<file path="src/rtl/ias_pkg.sv">
package ias_pkg;
   // ==========================================================
   // Sizes
   localparam int NSRC = 5;
   localparam int SRC_SER = 4;
   localparam int SRC_W = 3;
   localparam int PC_W = 12;
   localparam int CTX_W = 8;
   localparam int STK_DEPTH = 3;
   localparam int LVL_W = 2;
   localparam int EVT_W = 3;
   localparam int ADDR_W = 8;
   localparam int IDX_LSB = 2;
   localparam int ST_LSB = 2;
   // ==========================================================
   // Instruction cycle timing, 16 clocks of 4 states
   localparam logic [3:0] CNT_LAST = 4'hf;
   localparam logic [3:0] CNT_SAMPLE = 4'h8;
   localparam logic [3:0] CNT_ONE = 4'h1;
   // ==========================================================
   // Register indices, byte address is four times the index
   localparam logic [5:0] IDX_SER_REQ = 6'h2d;
   localparam logic [5:0] IDX_SER_EN = 6'h2e;
   localparam logic [5:0] IDX_STAT = 6'h30;
   localparam logic [5:0] IDX_IEN = 6'h31;
   localparam logic [5:0] IDX_ICLR = 6'h32;
   localparam int SER_BIT = 0;
   localparam logic SER_EN_RST = 1'h0;
   localparam logic [NSRC-1:0] SER_HOT = 5'h10;
   // ==========================================================
   // Event bits of the status register
   localparam int EVT_ACC = 0;
   localparam int EVT_OVF = 1;
   localparam int EVT_RET = 2;
   // ==========================================================
   // Rank k holds the source index at [k*SRC_W +: SRC_W], rank 0 first
   localparam logic [NSRC*SRC_W-1:0] PRIO_DEFAULT = 15'h4688;
   localparam logic [PC_W-1:0] VEC_BASE = 12'h001;
   typedef enum logic [1:0] {
      ST_M0 = 2'h0,
      ST_M1 = 2'h1,
      ST_M2 = 2'h2,
      ST_M3 = 2'h3
   } ias_state_e;
   typedef enum logic [1:0] {
      SEQ_RUN = 2'h0,
      SEQ_DEFER = 2'h1,
      SEQ_INT = 2'h2
   } ias_seq_e;
endpackage

</file>
<file path="src/rtl/ias_sync.sv">
`timescale 1ns/1ps
`default_nettype none
module ias_sync (
   // Clock and reset
   input wire logic clk_sys,
   input wire logic rst_n,
   // Data
   input wire logic din,
   output logic dout
);
   logic ff1;
   logic ff2;
   logic ff3;
   // Output moves only once the last two stages agree
   always_ff @(posedge clk_sys or negedge rst_n) begin
      if (!rst_n) begin
         ff1 <= 1'h0;
         ff2 <= 1'h0;
         ff3 <= 1'h0;
         dout <= 1'h0;
      end else begin
         ff1 <= din;
         ff2 <= ff1;
         ff3 <= ff2;
         if (ff2 == ff3) begin
            dout <= ff3;
         end
      end
   end
endmodule
`default_nettype wire

</file>
<file path="src/rtl/ias_stack.sv">
`timescale 1ns/1ps
`default_nettype none
module ias_stack import ias_pkg::*; (
   // Clock and reset
   input wire logic clk_sys,
   input wire logic rst_n,
   // Push and pop
   input wire logic push,
   input wire logic pop,
   input wire logic [CTX_W-1:0] wr_data,
   output logic [CTX_W-1:0] rd_data,
   // Fill state
   output logic full,
   output logic [LVL_W-1:0] level
);
   logic [CTX_W-1:0] mem [STK_DEPTH];
   localparam logic [LVL_W-1:0] DEPTH_L = LVL_W'(STK_DEPTH);
   localparam logic [LVL_W-1:0] ONE_L = 2'h1;
   wire do_push = push & ~full;
   wire do_pop = pop & (level != '0);
   assign full = (level == DEPTH_L);
   always_ff @(posedge clk_sys) begin
      if (do_push) begin
         mem[level] <= wr_data;
      end
   end
   // Popped entry leaves through a register one clock later
   always_ff @(posedge clk_sys or negedge rst_n) begin
      if (!rst_n) begin
         level <= '0;
         rd_data <= '0;
      end else if (do_pop) begin
         level <= level - ONE_L;
         rd_data <= mem[level - ONE_L];
      end else if (do_push) begin
         level <= level + ONE_L;
      end
   end
endmodule
`default_nettype wire

</file>
<file path="src/rtl/ias_top.sv">
// Operation
// - Four-bit register, bit0 enables serial interrupt; here only bit0 is stored, upper bits read zero
// - Serial disabled: request held, not serviced
// - Enabled, global on, flagged: serial serviced
// - Finish current instruction, then jump to vector
// - Table-move, enable, taken skip: two cycles later
// - Push return address and context one level
// - Highest priority first, lower ones stay pending
// - Return restores context, global enable unchanged
// - Enable instruction acts after following instruction
// - Sixteen clocks, four states of four
// - Requests sampled at start of third state
// - Enable, one more instruction, preparation, vector; here two instructions follow the enable before preparation
// - Preparation saves context, clears accepted request
// - Acceptance clears global enable
// - Interrupt stack holds three levels
// - Writing zero withdraws serial request
//
// The APB interface to the registers was decided locally.
`timescale 1ns/1ps
`default_nettype none
module ias_top import ias_pkg::*; #(
   parameter logic [NSRC*SRC_W-1:0] PRIO_ORDER = PRIO_DEFAULT
) (
   // Clock and reset
   input wire logic clk_sys,
   input wire logic rst_n,
   // APB slave
   input wire logic psel,
   input wire logic penable,
   input wire logic pwrite,
   input wire logic [ADDR_W-1:0] paddr,
   input wire logic [31:0] pwdata,
   output logic [31:0] prdata,
   output logic pready,
   output logic pslverr,
   // Request sources
   input wire logic [NSRC-1:0] src_req,
   input wire logic [NSRC-1:0] src_enable,
   // Core sequencer
   input wire logic instr_table_move,
   input wire logic instr_enable_irq,
   input wire logic instr_disable_irq,
   input wire logic instr_irq_return,
   input wire logic instr_skip_taken,
   input wire logic [PC_W-1:0] return_pc,
   input wire logic [CTX_W-1:0] context_now,
   output ias_state_e instr_state,
   output logic instr_end,
   output logic irq_cycle,
   output logic addr_push,
   output logic [PC_W-1:0] addr_push_data,
   output logic vector_load,
   output logic [PC_W-1:0] vector_addr,
   output logic ctx_restore_valid,
   output logic [CTX_W-1:0] ctx_restore,
   output logic global_irq_enable,
   // Interrupt
   output logic irq
);
   // ==========================================================
   // Instruction cycle counter
   logic [3:0] cnt;
   ias_seq_e seq;
   wire [3:0] next_cnt = cnt + CNT_ONE;
   wire at_end = (cnt == CNT_LAST);
   wire at_sample = (cnt == CNT_SAMPLE);
   always_ff @(posedge clk_sys or negedge rst_n) begin
      if (!rst_n) begin
         cnt <= '0;
         instr_state <= ST_M0;
         instr_end <= 1'h0;
      end else begin
         cnt <= next_cnt;
         instr_state <= ias_state_e'(next_cnt[3:ST_LSB]);
         instr_end <= (next_cnt == CNT_LAST);
      end
   end

   // ==========================================================
   // APB decode
   logic serial_irq_enable;
   logic [NSRC-1:0] req_flag;
   logic [EVT_W-1:0] stat;
   logic [EVT_W-1:0] irq_en;
   wire [5:0] idx = paddr[ADDR_W-1:IDX_LSB];
   wire aligned = (paddr[IDX_LSB-1:0] == '0);
   wire hit_req = aligned & (idx == IDX_SER_REQ);
   wire hit_en = aligned & (idx == IDX_SER_EN);
   wire hit_stat = aligned & (idx == IDX_STAT);
   wire hit_ien = aligned & (idx == IDX_IEN);
   wire hit_iclr = aligned & (idx == IDX_ICLR);
   wire mapped = hit_req | hit_en | hit_stat | hit_ien | hit_iclr;
   wire apb_acc = psel & penable & ~pready;
   wire apb_wr = psel & penable & pready & pwrite;
   wire wr_req = apb_wr & hit_req;
   wire wr_en = apb_wr & hit_en;
   wire wr_ien = apb_wr & hit_ien;
   wire wr_iclr = apb_wr & hit_iclr;
   wire [31:0] rd_req = {31'h0000_0000, req_flag[SRC_SER]};
   wire [31:0] rd_en = {31'h0000_0000, serial_irq_enable};
   wire [31:0] rd_stat = {29'h0000_0000, stat};
   wire [31:0] rd_ien = {29'h0000_0000, irq_en};
   wire [31:0] rd_word = hit_req ? rd_req :
                         hit_en ? rd_en :
                         hit_stat ? rd_stat :
                         hit_ien ? rd_ien : 32'h0000_0000;
   always_ff @(posedge clk_sys or negedge rst_n) begin
      if (!rst_n) begin
         pready <= 1'h0;
         pslverr <= 1'h0;
         prdata <= 32'h0000_0000;
      end else begin
         pready <= apb_acc;
         pslverr <= apb_acc & ~mapped;
         prdata <= apb_acc ? rd_word : 32'h0000_0000;
      end
   end

   // Only bit 0 is stored; the upper bits have no storage
   always_ff @(posedge clk_sys or negedge rst_n) begin
      if (!rst_n) begin
         serial_irq_enable <= SER_EN_RST;
      end else if (wr_en) begin
         serial_irq_enable <= pwdata[SER_BIT];
      end
   end

   // ==========================================================
   // Request flags
   logic [NSRC-1:0] req_s;
   logic [NSRC-1:0] req_s_d;
   logic acc_go;
   logic [SRC_W-1:0] win_idx;
   logic win_any;
   wire sw_one = pwdata[SER_BIT];
   wire [NSRC-1:0] sw_set = (wr_req & sw_one) ? SER_HOT : '0;
   wire [NSRC-1:0] sw_clr = (wr_req & ~sw_one) ? SER_HOT : '0;
   wire [NSRC-1:0] en_vec = (src_enable & ~SER_HOT) | (serial_irq_enable ? SER_HOT : '0);
   wire [NSRC-1:0] cand = req_flag & en_vec;
   wire [NSRC-1:0] pending = cand & {NSRC{global_irq_enable}};
   generate
      for (genvar i = 0; i < NSRC; i++) begin : g_src
         wire acc_clr = acc_go & (win_idx == SRC_W'(i));
         wire rise = req_s[i] & ~req_s_d[i];
         ias_sync u_sync (
            .clk_sys(clk_sys),
            .rst_n(rst_n),
            .din(src_req[i]),
            .dout(req_s[i])
         );
         // New request wins over a clear in the same clock
         always_ff @(posedge clk_sys or negedge rst_n) begin
            if (!rst_n) begin
               req_s_d[i] <= 1'h0;
               req_flag[i] <= 1'h0;
            end else begin
               req_s_d[i] <= req_s[i];
               req_flag[i] <= rise | sw_set[i] | (req_flag[i] & ~acc_clr & ~sw_clr[i]);
            end
         end
      end
   endgenerate

   // ==========================================================
   // Fixed ranking, rank 0 wins
   always_comb begin
      win_any = 1'h0;
      win_idx = '0;
      for (int k = NSRC - 1; k >= 0; k--) begin
         if (cand[PRIO_ORDER[k*SRC_W +: SRC_W]]) begin
            win_any = 1'h1;
            win_idx = PRIO_ORDER[k*SRC_W +: SRC_W];
         end
      end
   end

   // ==========================================================
   // Acceptance sequencer
   logic recog;
   logic ei_pend;
   logic [SRC_W-1:0] win_lat;
   wire in_int = (seq == SEQ_INT);
   wire dly = instr_table_move | instr_enable_irq | instr_skip_taken;
   wire go_run = (seq == SEQ_RUN) & recog & ~dly;
   wire go_defer = (seq == SEQ_RUN) & recog & dly;
   assign acc_go = at_end & win_any & (go_run | (seq == SEQ_DEFER));
   wire int_done = at_end & in_int;
   wire ret_go = at_end & ~in_int & instr_irq_return;
   wire [PC_W-1:0] next_vec = VEC_BASE + {{(PC_W - SRC_W){1'h0}}, win_lat};
   always_ff @(posedge clk_sys or negedge rst_n) begin
      if (!rst_n) begin
         seq <= SEQ_RUN;
      end else begin
         case (seq)
            SEQ_RUN: begin
               if (acc_go) begin
                  seq <= SEQ_INT;
               end else if (at_end & go_defer) begin
                  seq <= SEQ_DEFER;
               end
            end
            SEQ_DEFER: begin
               if (acc_go) begin
                  seq <= SEQ_INT;
               end else if (at_end) begin
                  seq <= SEQ_RUN;
               end
            end
            SEQ_INT: begin
               if (int_done) begin
                  seq <= SEQ_RUN;
               end
            end
            default: begin
               seq <= SEQ_RUN;
            end
         endcase
      end
   end

   // Recognition only at the first clock of the third state
   always_ff @(posedge clk_sys or negedge rst_n) begin
      if (!rst_n) begin
         recog <= 1'h0;
      end else if (at_end) begin
         recog <= 1'h0;
      end else if (at_sample & (seq == SEQ_RUN) & (|pending)) begin
         recog <= 1'h1;
      end
   end

   // Acceptance clears global enable even when a delayed set lands
   always_ff @(posedge clk_sys or negedge rst_n) begin
      if (!rst_n) begin
         global_irq_enable <= 1'h0;
         ei_pend <= 1'h0;
      end else begin
         if (acc_go) begin
            global_irq_enable <= 1'h0;
         end else if (at_end & ~in_int & instr_disable_irq) begin
            global_irq_enable <= 1'h0;
         end else if (at_end & ei_pend) begin
            global_irq_enable <= 1'h1;
         end
         if (at_end & ~in_int) begin
            ei_pend <= instr_enable_irq;
         end
      end
   end

   // ==========================================================
   // Context save and restore
   logic [CTX_W-1:0] stk_rd;
   logic stk_full;
   logic [LVL_W-1:0] stk_level;
   logic ret_d;
   ias_stack u_stack (
      .clk_sys(clk_sys),
      .rst_n(rst_n),
      .push(acc_go),
      .pop(ret_go),
      .wr_data(context_now),
      .rd_data(stk_rd),
      .full(stk_full),
      .level(stk_level)
   );
   always_ff @(posedge clk_sys or negedge rst_n) begin
      if (!rst_n) begin
         irq_cycle <= 1'h0;
         addr_push <= 1'h0;
         addr_push_data <= '0;
         win_lat <= '0;
         vector_load <= 1'h0;
         vector_addr <= '0;
         ret_d <= 1'h0;
         ctx_restore_valid <= 1'h0;
         ctx_restore <= '0;
      end else begin
         irq_cycle <= acc_go | (in_int & ~int_done);
         addr_push <= acc_go;
         if (acc_go) begin
            addr_push_data <= return_pc;
            win_lat <= win_idx;
         end
         vector_load <= int_done;
         if (int_done) begin
            vector_addr <= next_vec;
         end
         ret_d <= ret_go;
         ctx_restore_valid <= ret_d;
         if (ret_d) begin
            ctx_restore <= stk_rd;
         end
      end
   end

   // ==========================================================
   // Event status and interrupt output
   wire [EVT_W-1:0] evt = {ret_go, acc_go & stk_full, acc_go};
   wire [EVT_W-1:0] clr = wr_iclr ? pwdata[EVT_W-1:0] : '0;
   wire [EVT_W-1:0] next_stat = evt | (stat & ~clr);
   always_ff @(posedge clk_sys or negedge rst_n) begin
      if (!rst_n) begin
         stat <= '0;
         irq_en <= '0;
         irq <= 1'h0;
      end else begin
         stat <= next_stat;
         if (wr_ien) begin
            irq_en <= pwdata[EVT_W-1:0];
         end
         irq <= |(next_stat & (wr_ien ? pwdata[EVT_W-1:0] : irq_en));
      end
   end
endmodule
`default_nettype wire

</file>
<file path="config.mk">
export PLATFORM = sky130hd
export DESIGN_NAME = ias_top
export DESIGN_NICKNAME = d
export VERILOG_FILES = /design/src/rtl/ias_pkg.sv /design/src/rtl/ias_sync.sv /design/src/rtl/ias_stack.sv /design/src/rtl/ias_top.sv
export SDC_FILE = /design/constraint.sdc
export NUM_CORES = 1
export LEC_CHECK = 0
export BUFFER_PORTS_ARGS = -buffer_cell sky130_fd_sc_hd__buf_2
export CORE_ASPECT_RATIO = 2
export CORE_MARGIN = 5
export CORE_UTILIZATION = 45
export DETAILED_ROUTE_END_ITERATION = 7
export GPL_TIMING_DRIVEN = 1
export HOLD_SLACK_MARGIN = 0.05
export MAX_ROUTING_LAYER = met4
export PLACE_DENSITY = 0.71
export SLEW_MARGIN = 20
export SYNTH_ARGS = -nofsm -noshare
export SYNTH_HDL_FRONTEND = slang
export SYNTH_HIERARCHICAL = 1
export SYNTH_SLANG_ARGS = --single-unit
</file>
<file path="constraint.sdc">
create_clock -name clk_sys -period 2.5 [get_ports clk_sys]
set_input_delay 0.5 -clock clk_sys [delete_from_list [all_inputs] [get_ports clk_sys]]
set_output_delay 0.5 -clock clk_sys [all_outputs]
set_load 0.1 [all_outputs]
</file>
==> metrics.cfg <==
[min_path]
hold_path_class = in -> async

[sta]
final-hold-violation-count = 0
slew_violations = 0
slew_headroom_pct = 59.7
setup_tns_ns = 0
setup_viol = 0
finalClockSkew_ns = 0.00565
max_freq_mhz = 454
rsz0062_at_grt = no
period_share_pct = 88.1
worst_pin_slew_ns = 0.604
min_period_ns = 2.20

[cts]
cts_buffers = 17
cts_tree = yes
clkLatencyLatePin_ns = 0.40
clk_pin_slew_ns = 0.05
htree_levels = 4
clock_path_buffers = 2
cts_sinks = 119
cts-root-buf = clkbuf_16
hold_buffers = 0
post_cts_buffers = 0
ctsResizeCount = 0

[yosys]
synth_area_leader_cell = dfrtp_1
ys_types = 59
async_flop_share_pct = 79.8
ys_seq_area_share_pct = 61.0
synth-xor-area-share_pct = 0.689
synth-simple-area-share_pct = 9.73
avgSynthCellArea_um2 = 13.7
synth_compound_area_share_pct = 8.25
yosys.area_share.adder_pct = 3.08
syn-cell-area_mm2 = 0.00508
yosysWarnings = 6
synth.area.top_cells = dfrtp_1, edfxtp_1, buf_4, mux2_2, mux2i_1
synthMuxAreaShare_pct = 8.05
synth_seq_cells = 119
yosysTopAreaCellShare_pct = 46.8
synth_edf_count = 24
synthesis.instances = 371
synth_top_family_by_area = simple AND/OR/NAND/NOR gates
synth_ff_type = dfrtp_1

[layout]
ff_latch_area_mm2 = 0.00310
layout-drive-gt1-share_pct = 34.5
antenna_cells = 0
nets = 556
fillers = 973
final_cell_mix = dfrtp_1, buf_2, conb_1
synthToLayoutAreaGrowth_pct = 20.2
final_common_cell = dfrtp_1
design_area_mm2 = 0.00611
multi_input_area_mm2 = 0.00165

[place]
dpl_cell_area_mm2 = 0.00550
routabilityCongestion = 0.850
port_buffers = 87
post-dp-hpwl_um = 7170

[flow_run]
drv_cap = 0

[global_routing]
grt_start_max_net_pins = 49
grt_use_total_pct = 15.5
grt_pass1_wl_um = 15900
grt_antenna_before_repair = 0
first_global_vias = 3286
grt-ovfl-total = 0

[route]
wire_per_inst_um = 15.5
vias_per_cell = 4.88
dr.pass1.iters = 4
ant_nets = 0
drc = 0
drtIter0Drc = 202
wl_um = 9680
vias = 3043

[pwr]
total_power_uw = 5320
irDropWorstVdd_mv = 0.849
p_per_area_mw_per_mm2 = 871
p_leak_uw = 0.00303

[setup_path]
worstPathRequired_ns = 2.55
critical_path_class = reg -> reg
endpoint_kind = register
arrival_ns = 2.25
startpoint_type = register
max_stage_delay_ns = 0.41
crit_chain = ha_1 > and4b_1 > o21a_4 > nand2_4 > inv_6 > and2b_2 > and2_1
worst-path-max-fanout = 8
crit_path_top_delay_cell = and2_1

[floorplan]
rows = 55
die_w_um = 85.1
pin_count = 155
start_util_pct = 45.3
die_h_um = 160
fp.coreArea_mm2 = 0.0112
die_area_mm2 = 0.0136

[status]
outcome = complete, no violations

[registers in the layout (all words and copies together) (netlist names), 4 cells and up]
signal,count
ctx_restore,8
u_stack/rd_data,8
u_stack/mem,24
g_src.u_sync/dout,5
req_s_d,5
cnt,4
req_flag,4
g_src.u_sync/ff3,5
addr_push_data,12
vector_addr,4
g_src.u_sync/ff2,5
g_src.u_sync/ff1,5
[synthesized netlist by cell type (4+ instances only)]
cell      number
dfrtp_1       95
buf_4         42
edfxtp_1      24
inv_1         19
nand2_1       16
mux2_2        15
nor2_1        15
mux2i_1       12
a211oi_1       9
a21o_1         8
ha_1           8
mux2_4         8
o21ai_0        7
a21oi_1        6
nand3_1        6
and3_1         5
maj3_2         5
nand4_1        4
[area by class of cell]
| type | count | share of cell area, % |
|---|---|---|
| Multi-Input combinational cell | 218 | 27.1 |
| Timing Repair Buffer | 92 | 7.99 |
| Sequential cell | 119 | 50.7 |
| Clock buffer | 19 | 7.09 |
| Clock inverter | 13 | 2.95 |
| Tap cell | 142 | 2.91 |
| Inverter | 20 | 1.31 |
[stage by stage]
stage	hold slack (ns)	cells	utilization (%)	setup WS, ns
floorplan	0.204	407	-	0.382
global placement	0.334	591	49.0	0.244
detailed placement	0.337	591	49.0	0.164
CTS	0.124	623	54.5	0.274
global route	0.154	623	54.5	0.176
finish	0.110	623	54.5	0.298
[worst max-delay path, delay by kind of cell, from the launching register on]
kind                     cells  cell delay, ns
buffers and inverters        1            0.05
AND/OR/NAND/NOR              4            0.94
flip-flops                   1            0.39
AO/OA/AOI/OAI                1            0.21
adder cells (fa/ha/maj)      1            0.24
[layer usage]
layer	vias to the layer above	global-route usage, %	share of wire [%]
met5	-	-	0
met4	0	6.56	1.5
met2	80	27.5	58
met3	15	4.28	4.9
met1	1518	15.5	35
li1	1430	-	-
[cells by family after synthesis]
| logic type | count (synthesis) |
|---|---|
| other | 1 |
| buffers and inverters | 70 |
| AO/OA/AOI/OAI | 54 |
| AND/OR/NAND/NOR | 75 |
| multiplexers | 35 |
| adder cells (fa/ha/maj) | 13 |
| flip-flops | 119 |
| XOR/XNOR | 4 |
[path summary, 6_finish.rpt]
check | startpoint | endpoint | slack, ns | depth (start not counted)
max reg2reg | cnt[1] | u_stack/mem[1][0] | 0.30 | 7
min reg2reg | g_src[4].u_sync/ff1 | g_src[4].u_sync/ff2 | 0.35 | 0
min in group clk_sys | src_req[3] | g_src[3].u_sync/ff1 | 0.20 | 1
max in group asynchronous | rst_n | vector_addr[3] | 1.73 | 2
max | cnt[1] | u_stack/mem[1][0] | 0.30 | 7
min | rst_n | pready | 0.11 | 1
[power by group]
group	switching, uW	internal (uW)
logic	591	138
registers	45.6	2050
clock network	832	1660
Power figures use the tool's default switching activity.
